File: src/acr_params.svh
`ifndef ACR_PARAMS_SVH
`define ACR_PARAMS_SVH

// register addresses
`define ACR_ADDR_RESET_RB      8'h00
`define ACR_ADDR_LOW_RATE      8'h20
`define ACR_ADDR_REF_STBY      8'h3F
`define ACR_ADDR_POWER         8'h40
`define ACR_ADDR_IFACE         8'h41
`define ACR_ADDR_CLK_EDGE      8'h44
`define ACR_ADDR_A_TEST        8'h62
`define ACR_ADDR_A_PED         8'h63
`define ACR_ADDR_B_OFS_EN      8'h66
`define ACR_ADDR_B_GAIN        8'h68
`define ACR_ADDR_B_FINE        8'h6A
`define ACR_ADDR_B_TEST        8'h75
`define ACR_ADDR_B_PED         8'h76

// field positions
`define ACR_BIT_SOFT_RESET     7
`define ACR_BIT_READBACK       0
`define ACR_BIT_LOW_RATE       2
`define ACR_REF_HI             6
`define ACR_REF_LO             5
`define ACR_BIT_STANDBY        1
`define ACR_PWR_HI             3
`define ACR_PWR_LO             0
`define ACR_BIT_DDR            7
`define ACR_RISE_HI            7
`define ACR_RISE_LO            5
`define ACR_FALL_HI            4
`define ACR_FALL_LO            2
`define ACR_TEST_HI            2
`define ACR_TEST_LO            0
`define ACR_PED_HI             5
`define ACR_PED_LO             0
`define ACR_BIT_OFS_EN         6
`define ACR_GAIN_HI            7
`define ACR_GAIN_LO            4
`define ACR_TC_HI              3
`define ACR_TC_LO              0
`define ACR_FINE_HI            6
`define ACR_FINE_LO            0

// reset values and codes
`define ACR_REG_RST            8'h00
`define ACR_REF_EXTERNAL       2'h3
`define ACR_PWR_PIN_PREFIX     1'h1

// serial frame: 8 address bits then 8 data bits
`define ACR_ADDR_BITS          8
`define ACR_FRAME_BITS         16

`endif

File: src/acr_pkg.sv
package acr_pkg;

  typedef enum logic [3:0] {
    ACR_PWR_PINS      = 4'b0000,
    ACR_PWR_NORMAL    = 4'b1000,
    ACR_PWR_BUF_OFF_B = 4'b1001,
    ACR_PWR_BUF_OFF_A = 4'b1010,
    ACR_PWR_BUF_OFF   = 4'b1011,
    ACR_PWR_GLOBAL_PD = 4'b1100,
    ACR_PWR_STBY_B    = 4'b1101,
    ACR_PWR_STBY_A    = 4'b1110,
    ACR_PWR_INTERLEAV = 4'b1111
  } acr_pwr_mode_t;

  // edge placement: signed shift in 26ths of a sample period
  typedef struct packed {
    logic             align_data;
    logic signed [3:0] shift_26th;
  } acr_edge_t;

  typedef struct packed {
    logic [7:0] reset_rb;
    logic [7:0] low_rate;
    logic [7:0] ref_stby;
    logic [7:0] power;
    logic [7:0] iface;
    logic [7:0] clk_edge;
    logic [7:0] a_test;
    logic [7:0] a_ped;
    logic [7:0] b_ofs_en;
    logic [7:0] b_gain;
    logic [7:0] b_fine;
    logic [7:0] b_test;
    logic [7:0] b_ped;
  } acr_regs_t;

  typedef struct packed {
    logic       low_rate_mode;
    logic       ref_external;
    logic       ref_powered;
    logic       chan_a_standby;
    logic       chan_b_standby;
    logic       global_power_down;
    logic       chan_a_buf_off;
    logic       chan_b_buf_off;
    logic       channel_interleave_mode;
    logic       ddr_output;
    acr_edge_t  rise_edge;
    acr_edge_t  fall_edge;
    logic [2:0] chan_a_test_pattern;
    logic [5:0] chan_a_pedestal;
    logic       chan_b_offset_corr_en;
    logic [3:0] chan_b_coarse_gain;
    logic [3:0] chan_b_time_const;
    logic [6:0] chan_b_fine_gain;
    logic [2:0] chan_b_test_pattern;
    logic [5:0] chan_b_pedestal;
  } acr_ctrl_t;

endpackage

File: src/acr_config_regs.sv
//
// Contract
// - writing 1 to address 00 bit 7 resets all registers; bit reads back 0
// - readback disabled: readback pin actively driven low, never released
// - readback enabled: readback pin shifts out addressed register contents
// - reference field 01 selects internal, 11 selects external reference
// - standby bit puts both channels in standby; clearing restores operation
// - in standby, references and output buffers stay powered
// - power mode 0000 takes power state from the three power pins
// - 1000 normal; 1001/1010/1011 disable buffers of B, A, both
// - 1100 global power down; 1101 B standby; 1110 A standby
// - 1111 interleaves both channels on A outputs, single-ended only
// - interface bit 7: 0 single-ended parallel, 1 double-data-rate differential
// - differential rising edge: 000/100 default, 101 +4/26, 110 aligned, 111 -4/26
// - differential falling edge: 000/100 default, 101 +4/26, 110 -6/26, 111 -4/26
// - single-ended rising edge: 000/100 default, 101 +4/26, 110 -6/26, 111 -4/26
// - single-ended falling edge: 000/100 default, 101 +4/26, 110 -6/26
// - single-ended falling edge code 111 shifts by -4/26
// - one write updates every field of that register together
//
`timescale 1ns/10ps
`include "acr_params.svh"

module acr_config_regs (
  input  wire logic              clk,
  input  wire logic              sys_rst,
  input  wire logic              reset_pulse,
  input  wire logic              ser_enable_n,
  input  wire logic              ser_clk,
  input  wire logic              ser_data,
  input  wire logic              power_pin_one,
  input  wire logic              power_pin_two,
  input  wire logic              power_pin_three,
  output logic                   readback_serial_pin_o,
  output logic                   readback_serial_pin_oe_n,
  output acr_pkg::acr_ctrl_t     ctrl
);

  // edge decode shared by rising and falling edge fields
  function automatic acr_pkg::acr_edge_t edge_decode(input logic [2:0] code,
                                                      input logic       ddr,
                                                      input logic       is_rise);
    acr_pkg::acr_edge_t e;
    e.align_data = 1'b0;
    e.shift_26th = 4'sh0;
    unique case (code)
      3'h5: e.shift_26th = 4'sh4;
      3'h6:
      begin
        if (ddr && is_rise)
          e.align_data = 1'b1;
        else
          e.shift_26th = -4'sh6;
      end
      3'h7: e.shift_26th = -4'sh4;
      default: e.shift_26th = 4'sh0;                          // 000, 100 and spare codes stay default
    endcase
    return e;
  endfunction

  // serial shifter state
  logic [4:0]           bit_cnt;
  logic [4:0]           next_bit_cnt;
  logic [15:0]          shift_in;
  logic [15:0]          next_shift_in;
  logic [7:0]           shift_out;
  logic [7:0]           next_shift_out;
  logic                 sclk_prev;
  logic                 next_sclk_prev;
  logic                 sclk_rise;
  logic                 sclk_fall;
  logic                 frame_done;
  logic [7:0]           wr_addr;
  logic [7:0]           wr_data;

  // register bank state
  acr_pkg::acr_regs_t   regs;
  acr_pkg::acr_regs_t   next_regs;

  // output state
  acr_pkg::acr_ctrl_t   next_ctrl;
  logic                 next_rb_o;

  assign sclk_rise  = ser_clk && !sclk_prev;
  assign sclk_fall  = !ser_clk && sclk_prev;
  assign frame_done = sclk_rise && !ser_enable_n && (bit_cnt == 5'(`ACR_FRAME_BITS - 1));
  assign wr_addr    = shift_in[14:7];
  assign wr_data    = {shift_in[6:0], ser_data};

  // read mux for readback, address is the 8 bits already shifted in
  function automatic logic [7:0] read_mux(input acr_pkg::acr_regs_t r, input logic [7:0] a);
    logic [7:0] d;
    d = `ACR_REG_RST;
    unique case (a)
      `ACR_ADDR_RESET_RB: d = r.reset_rb;
      `ACR_ADDR_LOW_RATE: d = r.low_rate;
      `ACR_ADDR_REF_STBY: d = r.ref_stby;
      `ACR_ADDR_POWER:    d = r.power;
      `ACR_ADDR_IFACE:    d = r.iface;
      `ACR_ADDR_CLK_EDGE: d = r.clk_edge;
      `ACR_ADDR_A_TEST:   d = r.a_test;
      `ACR_ADDR_A_PED:    d = r.a_ped;
      `ACR_ADDR_B_OFS_EN: d = r.b_ofs_en;
      `ACR_ADDR_B_GAIN:   d = r.b_gain;
      `ACR_ADDR_B_FINE:   d = r.b_fine;
      `ACR_ADDR_B_TEST:   d = r.b_test;
      `ACR_ADDR_B_PED:    d = r.b_ped;
      default:            d = `ACR_REG_RST;               // unmapped reads as zero
    endcase
    return d;
  endfunction

  // serial framing and readback shifting
  always_comb
  begin
    next_sclk_prev = ser_clk;
    next_bit_cnt   = bit_cnt;
    next_shift_in  = shift_in;
    next_shift_out = shift_out;
    if (ser_enable_n)
    begin
      // deselect aborts a partial frame with no write
      next_bit_cnt = 5'h00;
    end
    else if (sclk_rise)
    begin
      next_shift_in = {shift_in[14:0], ser_data};
      next_bit_cnt  = frame_done ? 5'h00 : bit_cnt + 5'h01;
      if (bit_cnt == 5'(`ACR_ADDR_BITS - 1))
        next_shift_out = read_mux(regs, {shift_in[6:0], ser_data});
    end
    else if (sclk_fall && (bit_cnt > 5'(`ACR_ADDR_BITS)))
    begin
      next_shift_out = {shift_out[6:0], 1'b0};
    end
  end

  always_ff @(posedge clk or posedge sys_rst)
  begin
    if (sys_rst)
    begin
      sclk_prev <= 1'b0;
      bit_cnt   <= 5'h00;
      shift_in  <= 16'h0000;
      shift_out <= 8'h00;
    end
    else
    begin
      sclk_prev <= next_sclk_prev;
      bit_cnt   <= next_bit_cnt;
      shift_in  <= next_shift_in;
      shift_out <= next_shift_out;
    end
  end

  // register writes; whole byte lands in one cycle
  always_comb
  begin
    next_regs = regs;
    if (reset_pulse)
    begin
      next_regs = '0;
    end
    else if (frame_done)
    begin
      unique case (wr_addr)
        `ACR_ADDR_RESET_RB:
        begin
          if (wr_data[`ACR_BIT_SOFT_RESET])
            next_regs = '0;
          else
            next_regs.reset_rb = {7'h00, wr_data[`ACR_BIT_READBACK]};
        end
        `ACR_ADDR_LOW_RATE: next_regs.low_rate = {5'h00, wr_data[`ACR_BIT_LOW_RATE], 2'h0};
        `ACR_ADDR_REF_STBY:
          next_regs.ref_stby = {1'b0, wr_data[`ACR_REF_HI:`ACR_REF_LO], 3'h0,
                                wr_data[`ACR_BIT_STANDBY], 1'b0};
        `ACR_ADDR_POWER:    next_regs.power    = {4'h0, wr_data[`ACR_PWR_HI:`ACR_PWR_LO]};
        `ACR_ADDR_IFACE:    next_regs.iface    = {wr_data[`ACR_BIT_DDR], 7'h00};
        `ACR_ADDR_CLK_EDGE: next_regs.clk_edge = {wr_data[7:2], 2'h0};
        `ACR_ADDR_A_TEST:   next_regs.a_test   = {5'h00, wr_data[`ACR_TEST_HI:`ACR_TEST_LO]};
        `ACR_ADDR_A_PED:    next_regs.a_ped    = {2'h0, wr_data[`ACR_PED_HI:`ACR_PED_LO]};
        `ACR_ADDR_B_OFS_EN: next_regs.b_ofs_en = {1'b0, wr_data[`ACR_BIT_OFS_EN], 6'h00};
        `ACR_ADDR_B_GAIN:   next_regs.b_gain   = wr_data;
        `ACR_ADDR_B_FINE:   next_regs.b_fine   = {1'b0, wr_data[`ACR_FINE_HI:`ACR_FINE_LO]};
        `ACR_ADDR_B_TEST:   next_regs.b_test   = {5'h00, wr_data[`ACR_TEST_HI:`ACR_TEST_LO]};
        `ACR_ADDR_B_PED:    next_regs.b_ped    = {2'h0, wr_data[`ACR_PED_HI:`ACR_PED_LO]};
        default:            next_regs = regs;                    // unmapped writes dropped
      endcase
    end
  end

  always_ff @(posedge clk or posedge sys_rst)
  begin
    if (sys_rst)
      regs <= '0;
    else
      regs <= next_regs;
  end

  // control decode, registered so every output is a flop
  always_comb
  begin
    logic [3:0] pmode;
    logic       ddr;
    pmode = regs.power[`ACR_PWR_HI:`ACR_PWR_LO];
    ddr   = regs.iface[`ACR_BIT_DDR];
    // pin-driven mode reuses the register codes with the top bit forced
    if (pmode == acr_pkg::ACR_PWR_PINS)
      pmode = {`ACR_PWR_PIN_PREFIX, power_pin_one, power_pin_two, power_pin_three};
    next_ctrl = '0;
    next_ctrl.low_rate_mode = regs.low_rate[`ACR_BIT_LOW_RATE];
    next_ctrl.ref_external  =
      (regs.ref_stby[`ACR_REF_HI:`ACR_REF_LO] == `ACR_REF_EXTERNAL);
    next_ctrl.ddr_output    = ddr;
    next_ctrl.chan_a_standby = regs.ref_stby[`ACR_BIT_STANDBY];
    next_ctrl.chan_b_standby = regs.ref_stby[`ACR_BIT_STANDBY];
    unique case (pmode)
      acr_pkg::ACR_PWR_BUF_OFF_B: next_ctrl.chan_b_buf_off = 1'b1;
      acr_pkg::ACR_PWR_BUF_OFF_A: next_ctrl.chan_a_buf_off = 1'b1;
      acr_pkg::ACR_PWR_BUF_OFF:
      begin
        next_ctrl.chan_a_buf_off = 1'b1;
        next_ctrl.chan_b_buf_off = 1'b1;
      end
      acr_pkg::ACR_PWR_GLOBAL_PD: next_ctrl.global_power_down = 1'b1;
      acr_pkg::ACR_PWR_STBY_B:    next_ctrl.chan_b_standby = 1'b1;
      acr_pkg::ACR_PWR_STBY_A:    next_ctrl.chan_a_standby = 1'b1;
      // interleave has no meaning on the differential bus, so it is gated off there
      acr_pkg::ACR_PWR_INTERLEAV: next_ctrl.channel_interleave_mode = !ddr;
      default:                    next_ctrl.global_power_down = 1'b0;  // normal operation
    endcase
    // standby keeps references and buffers up for a quick wake
    next_ctrl.ref_powered = !next_ctrl.global_power_down;
    if (next_ctrl.global_power_down)
    begin
      next_ctrl.chan_a_buf_off = 1'b1;
      next_ctrl.chan_b_buf_off = 1'b1;
    end
    next_ctrl.rise_edge = edge_decode(regs.clk_edge[`ACR_RISE_HI:`ACR_RISE_LO], ddr, 1'b1);
    next_ctrl.fall_edge = edge_decode(regs.clk_edge[`ACR_FALL_HI:`ACR_FALL_LO], ddr, 1'b0);
    next_ctrl.chan_a_test_pattern   = regs.a_test[`ACR_TEST_HI:`ACR_TEST_LO];
    next_ctrl.chan_a_pedestal       = regs.a_ped[`ACR_PED_HI:`ACR_PED_LO];
    next_ctrl.chan_b_offset_corr_en = regs.b_ofs_en[`ACR_BIT_OFS_EN];
    next_ctrl.chan_b_coarse_gain    = regs.b_gain[`ACR_GAIN_HI:`ACR_GAIN_LO];
    next_ctrl.chan_b_time_const     = regs.b_gain[`ACR_TC_HI:`ACR_TC_LO];
    next_ctrl.chan_b_fine_gain      = regs.b_fine[`ACR_FINE_HI:`ACR_FINE_LO];
    next_ctrl.chan_b_test_pattern   = regs.b_test[`ACR_TEST_HI:`ACR_TEST_LO];
    next_ctrl.chan_b_pedestal       = regs.b_ped[`ACR_PED_HI:`ACR_PED_LO];
  end

  // readback pin: always driven, low unless readback is on
  always_comb
  begin
    next_rb_o = 1'b0;
    if (regs.reset_rb[`ACR_BIT_READBACK] && !ser_enable_n &&
        (bit_cnt >= 5'(`ACR_ADDR_BITS)))
      next_rb_o = shift_out[7];
  end

  always_ff @(posedge clk or posedge sys_rst)
  begin
    if (sys_rst)
    begin
      ctrl                     <= '0;
      readback_serial_pin_o    <= 1'b0;
      readback_serial_pin_oe_n <= 1'b0;
    end
    else
    begin
      ctrl                     <= next_ctrl;
      readback_serial_pin_o    <= next_rb_o;
      readback_serial_pin_oe_n <= 1'b0;
    end
  end

endmodule // acr_config_regs

File: config.mk
export PLATFORM = sky130hd
export DESIGN_NAME = acr_config_regs
export DESIGN_NICKNAME = d
export VERILOG_FILES = /design/src/acr_pkg.sv /design/src/acr_config_regs.sv
export VERILOG_INCLUDE_DIRS = /design/src /design/src/src
export SDC_FILE = /design/constraint.sdc
export NUM_CORES = 1
export LEC_CHECK = 0
export ABC_AREA = 1
export CORE_UTILIZATION = 40
export CTS_BUF_LIST = sky130_fd_sc_hd__clkbuf_8
export CTS_CLUSTER_SIZE = 8
export DETAILED_ROUTE_END_ITERATION = 8
export DONT_BUFFER_PORTS = 1
export GPL_TIMING_DRIVEN = 0
export PLACE_DENSITY = 0.63
export SLEW_MARGIN = 20
export SYNTH_ARGS = -nofsm -noshare
export SYNTH_HDL_FRONTEND = slang
export SYNTH_SLANG_ARGS = --single-unit
export TNS_END_PERCENT = 10
File: constraint.sdc
create_clock -name clk -period 3.7 [get_ports clk]
set_input_delay 0.185 -clock clk [delete_from_list [all_inputs] [get_ports clk]]
set_output_delay 0.185 -clock clk [all_outputs]
set_load 0.02 [all_outputs]
==> reports/metrics.yaml, run 1 <==
final_layout:
  final_util: 0.464
  layout_commonest_cell: "nand2_1"
  layout_common_cells: "nand2_1 (225), dfrtp_1 (131), nand3_1 (100)"
  area_growth_pct: 12.1
  drive_gt1_frac: 0.121
  fin_nets: 724
  fill_cells: 1377
  antenna_cells: 0
worst_setup_path:
  worstSetupPathType: "reg -> reg"
  startpoint_type: "register"
  critPathMaxFanout: 10
  critPathRequiredTime_ns: 4.08
  crit_path_end_kind: "register"
  crit_arrival_ns: 2.29
floorplan:
  start_util: 0.414
  pin_count: 65
  design.core.area_um2: 14000
  core.rowCount: 43
  die_y_um: 123
  dieArea_um2: 15000
  die_x_um: 123
routing:
  drc: 0
  routedWlPerCell_um: 16.3
  routed_wirelength_mm: 14.8
  dr.first_iter.drc_count: 422
  wl_met3_um: 807
  ant_nets: 0
  wl_met2_mm: 7.04
  dr.pass1.iters: 7
  routed.top_layer: "met4"
  met1_length_mm: 6.52
  routed_via_density: 5.12
  vias: 4635
power:
  pwr_density_cell_nw_per_um2: 468
  p_total_uw: 3050
  peakVddDrop_uv: 224
  p_leak_uw: 0.00347
timing:
  fin_crit_sh: 0.517
  finalClockSkew_ns: 0.0107
  fmax_mhz: 523
  finalSetupViolations: 0
  finalHoldViolCount: 0
  slew_viol_final: 0
  setup_tns_ns: 0
  max_slew_margin: 0.338
  worst_pin_slew_ns: 0.990
  rsz0062_at_grt: "no"
  fin_crit_ns: 1.91
synth:
  ys_warn_count: 0
  ys_ff_latch: 131
  synth_top_area_frac: 0.564
  yosys.area.top_type: "dfrtp_1"
  syn-instance-count: 686
  syn_area_um2: 5810
  syn_area_per_cell_um2: 8.47
  yosysSeqAreaShare: 0.564
  synth.distinct_cells: 40
  synth.area.top_cells: "dfrtp_1 (56%), nand2_1 (15%), nand3_1 (8.6%)"
placed_design:
  hpwl_mm: 10.7
  gp_congestion: 0.908
  numPortBuffers: 0
outcome:
  status: "finished, final reports clean"
clock_tree:
  root_buffer: "clkbuf_8"
  clkTransAtPathRegs_ns: 0.08
  cts_buffers: 17
  cts-resized-gates: 0
  cts_setup_buffers: 0
  cts_tree: "built"
  clk_latency_ns: 0.45
  htreeDepth: 4
  clkSinkCount: 131
  cts_hold_buffers: 4
  clock_path_buffers: 2
global_routing:
  grt_pass1_vias: 4509
  grt_max_degree: 72
  antenna_found_initial: 0
  track_usage: 0.219
  grt_pass1_wl_mm: 24.2
  overflow: 0
flow_run:
  maxCapViolations: 0
worst_hold_path:
  holdCritPathClass: "in -> reg"
==> routing by layer <==
metal  GRT usage  vias up
met4       0.107        0
met2       0.342      130
met5           0        -
met3      0.0469       34
met1       0.288     2232
li1            -     2239
==> stage by stage <==
stage | setup slack (ns) | cell area, um^2 | instances | hold WS, ns
after floorplan | 0.0173 | 5820 | 689 | 0.216
after global placement | -1.08 | 6050 | 869 | 0.217
after detailed placement | 1.84 | 6080 | 870 | 0.156
after CTS | 1.81 | 6520 | 906 | 0.0440
after global routing | 1.66 | 6520 | 906 | 0.0763
final | 1.79 | 6520 | 906 | 0.0816
==> logic make-up after synthesis <==
kind of cell | count (synthesis) | synth area share
AOI/OAI and AO/OA | 51 | 0.0523
xor gates and xnor gates | 2 | 0.00301
adders and majority gates | 2 | 0.00430
buffers and inverters | 88 | 0.0730
DFF | 131 | 0.564
muxes | 1 | 0.00172
other | 1 | 0.000645
and+or+nand+nor | 410 | 0.301
==> sequential cells by signal, indices dropped and copies added (netlist names) <==
name / flops
next_ctrl: 36
ctrl: 51
shift_out: 8
regs: 14
bit_cnt: 5
shift_in: 15
sclk_prev: 1
readback_serial_pin_o: 1
==> Yosys cell counts, drive strengths merged <==
cell type,n
clkinv,2
mux2i,1
o21bai,1
o22ai,1
inv,67
buf,16
dfrtp,131
nand2,230
nor4,4
a31oi,2
a211oi,1
nand3b,1
nand3,100
o21ai,42
ha,2
xor2,1
nor3,5
clkbuf,3
nand4,2
or2,1
nor2,67
conb,1
o32ai,1
a21oi,2
xnor2,1
o31ai,1
==> critical path: stages (launching register included) <==
cell     delay (ns)
dfrtp_1        0.38
inv_2          0.06
nand2_2        0.13
nor2_1         0.24
buf_2          0.28
inv_2          0.10
nor2_1         0.20
nand3_1        0.26
o21ai_1        0.21
==> worst paths after layout <==
| check | from | endpoint | slack (ns) | cells after the start |
|---|---|---|---|---|
| max | sclk_prev | next_ctrl[44] | 1.79 | 8 |
| min | power_pin_two | ctrl[50] | 0.08 | 4 |
| max reg2reg | sclk_prev | next_ctrl[44] | 1.79 | 8 |
| min reg2reg | next_ctrl[26] | ctrl[26] | 0.42 | 0 |
| max in group asynchronous | sys_rst | ctrl[7] | 2.68 | 3 |
| min in group asynchronous | sys_rst | ctrl[48] | 0.29 | 2 |
==> power by group <==
| group | switching, uW | internal (uW) |
|---|---|---|
| sequential | 56.5 | 1480 |
| combinational | 238 | 82.3 |
| clock | 564 | 630 |
==> layout make-up <==
cell class | instances | area, um^2 | area share
Clock inverter | 13 | 135 | 0.0207
Tap cell | 180 | 225 | 0.0345
Multi-Input combinational cell | 470 | 2120 | 0.326
Clock buffer | 19 | 262 | 0.0401
Timing Repair Buffer | 5 | 67.6 | 0.0104
Sequential cell | 131 | 3280 | 0.503
Inverter | 69 | 265 | 0.0407
Buffer | 19 | 164 | 0.0251
Note: power is estimated with default switching activity, not from simulation.
==> run 2, diff against run 1 <==
clock period = 1.7 ns   (was 3.7 ns; I/O delays follow)
==> reports/metrics.yaml, run 2 (synthesis gave the netlist of run 1 again) <==
global_routing:
  grt_pass1_wl_mm: 24.8  # was 24.2 mm
  busiest_layer: "met2"  # unchanged
  grt_max_degree: 38  # was 72
  grtUsageMet1: 0.287  # was 0.288
  grtUsageMet3: 0.0534  # was 0.0469
  use_met2: 0.349  # was 0.342
  track_usage: 0.225  # was 0.219
  overflow: 0  # unchanged
  antenna_found_initial: 0  # unchanged
  grt_pass1_vias: 4760  # was 4509
routing:
  routed_wirelength_mm: 16.0  # was 14.8 mm
  routedWlPerCell_um: 17.0  # was 16.3 um
  routed_via_density: 5.19  # was 5.12
  dr.first_iter.drc_count: 592  # was 422
  drc: 0  # unchanged
  dr.pass1.iters: 5  # was 7
  ant_nets: 0  # unchanged
  vias: 4882  # was 4635
final_layout:
  layout_commonest_cell: "nand2_1"  # unchanged
  largest_register_ffs: 51  # unchanged
  final_util: 0.515  # was 0.464
  area_growth_pct: 24.4  # was 12.1%
  seq_area_um2: 3280  # about the same
  multiInputGateArea_um2: 2400  # was 2120 um^2
  top_register: "ctrl"  # unchanged
  antenna_cells: 0  # unchanged
  layout_common_cells: "nand2_1 (219), dfrtp_1 (130), nand3_1 (85)"  # was nand2_1 (225), dfrtp_1 (131), nand3_1 (100)
  finalInstanceArea_um2: 7230  # was 6520 um^2
  fin_nets: 759  # was 724
  drive_gt1_frac: 0.207  # was 0.121
  fill_cells: 1277  # was 1377
clock_tree:
  clock_path_buffers: 2  # unchanged
  clk_latency_ns: 0.45  # about the same
  clkTransAtPathRegs_ns: 0.07  # was 0.08 ns
  cts_tree: "built"  # unchanged
  cts_buffers: 17  # unchanged
  root_buffer: "clkbuf_8"  # unchanged
  clkSinkCount: 131  # unchanged
  htreeDepth: 4  # unchanged
floorplan:
  design.core.area_um2: 14000  # unchanged
  dieArea_um2: 15000  # unchanged
  core.rowCount: 43  # unchanged
  die_x_um: 123  # unchanged
  start_util: 0.414  # unchanged
  pin_count: 65  # unchanged
  die_y_um: 123  # unchanged
timing:
  rsz0062_at_grt: "yes"  # was no
  finalSetupViolations: 2  # was 0
  whs_ns: 0.120  # was 0.0816 ns
  slew_viol_final: 0  # unchanged
  fin_crit_ns: 1.72  # was 1.91 ns
  worst_pin_slew_ns: 1.00  # was 0.990 ns
  fin_ws_ns: -0.0222  # was 1.79 ns
  max_slew_margin: 0.328  # was 0.338
  fmax_mhz: 581  # was 523 MHz
  setup_tns_ns: -0.0246  # was 0 ns
  finalClockSkew_ns: 0.0123  # was 0.0107 ns
  fin_crit_sh: 1.01  # was 0.517
  finalHoldViolCount: 0  # unchanged
worst_setup_path:
  cpPeakStageDelay_ns: 0.41  # was 0.38 ns
  critPathRequiredTime_ns: 2.03  # was 4.08 ns
  worstRegToRegCells: 13  # was 8
  crit_top_cell: "buf_4"
  crit_arrival_ns: 2.05  # was 2.29 ns
  worstSetupPathType: "reg -> reg"  # unchanged
  cp_slowest_cell: "dfrtp_1"  # unchanged
  path_depth: 13  # was 8
  critPathMaxFanout: 2  # was 10
  crit_family: "buffers and inverters"  # was simple AND/OR/NAND/NOR gates
  path_buf_inv: 5  # was 3
  crit_path_end_kind: "register"  # unchanged
  crit_path_cell_trace: "ha_4 -> nand2_4 -> nor2_4 -> inv_2 -> nor2_4 -> nand2_2 -> nand2_4 -> buf_4 -> buf_4 -> buf_4 -> buf_4 -> a21oi_2 -> a31oi_1"  # was inv_2 -> nand2_2 -> nor2_1 -> buf_2 -> inv_2 -> nor2_1 -> nand3_1 -> o21ai_1
  startpoint_type: "register"  # unchanged
power:
  peakVddDrop_uv: 488  # was 224 uV
  pwr_density_cell_nw_per_um2: 947  # was 468 nW/um^2
  p_leak_uw: 0.00374  # was 0.00347 uW
outcome:
  violations: "negative setup slack"
  status: "finished with violations"  # was finished, final reports clean
worst_hold_path:
  holdCritPathClass: "in -> reg"  # unchanged
  min_path_cells: 4  # unchanged
flow_run:
  maxCapViolations: 0  # unchanged
placed_design:
  numPortBuffers: 0  # unchanged
  place_area_um2: 6110  # was 6080 um^2
  pre_cts_ws_ns: -0.155  # was 1.84 ns
  hpwl_mm: 10.6  # was 10.7 mm
  gp_congestion: 0.926  # was 0.908
-- run 2: cell types whose count changed in the layout (fill, tap and decap cells not counted), moves of 6 or more --
cell / previous run / this run
nor2_4: 1 / 13
nor2_1: 61 / 47
nand2_4: 0 / 6
nand3_1: 100 / 85
buf_4: 7 / 28
nand3_2: 0 / 15
nand2_1: 225 / 219
-- run 2: final cells by class --
| type | count | area share |
|---|---|---|
| plain buffers | 19 | 0.0279 |
| clock buffers | 20 | 0.0381 |
| clock inverters | 11 | 0.0156 |
| inverters | 69 | 0.0386 |
| multi-input cells | 470 | 0.332 |
| flip-flops and latches | 131 | 0.453 |
| well taps | 180 | 0.0311 |
| repair buffers | 40 | 0.0637 |
-- run 2: final timing paths --
path,startpoint,to,slack (ns)
setup / recovery,bit_cnt[0],regs[96],-0.02
hold / removal,ser_data,next_ctrl[9],0.12
setup reg to reg,bit_cnt[0],regs[96],-0.02
hold reg to reg,next_ctrl[27],ctrl[27],0.42
max in group asynchronous,sys_rst,ctrl[2],0.67
min in group asynchronous,sys_rst,regs[62],0.20
-- run 2: timing repair --
| action | CTS | global route |
|---|---|---|
| endpoints found under the setup margin | 68 | 68 |
| gates cloned | 2 | 4 |
| setup buffers | 10 | 14 |
| resized for setup | 29 | 57 |
| hold buffers | 7 | 1 |
| endpoints found under the hold margin | 99 | 4 |
| pin swaps | 15 | 49 |
-- run 2: through the flow --
stage / cells / total power [uW]
after detailed placement: 872 / 4090
after global placement: 869 / 4050
after global routing: 940 / 7150
after CTS: 922 / 6760
final: 940 / 6850
after floorplan: 689 / 3880
-- run 2: routing by layer --
layer / vias to the layer above / share of wire
li1: 2304 / -
met1: 2350 / 0.42
met2: 181 / 0.47
met3: 47 / 0.061
met4: 0 / 0.044
met5: - / 0
-- run 2: power by group --
part	leakage [uW]	internal (uW)	total (uW)	switching, uW
logic	0.00176	293	921	629
clock network	0.000195	1390	2570	1180
registers	0.00178	3220	3360	139
-- run 2: worst reg2reg max path: cells and delay by family (launching register included) --
kind	cells	cell delay, ns
adder cells (fa/ha/maj)	1	0.19
AND/OR/NAND/NOR	5	0.28
flip-flops	1	0.41
buffers and inverters	5	0.57
AO/OA/AOI/OAI	2	0.16
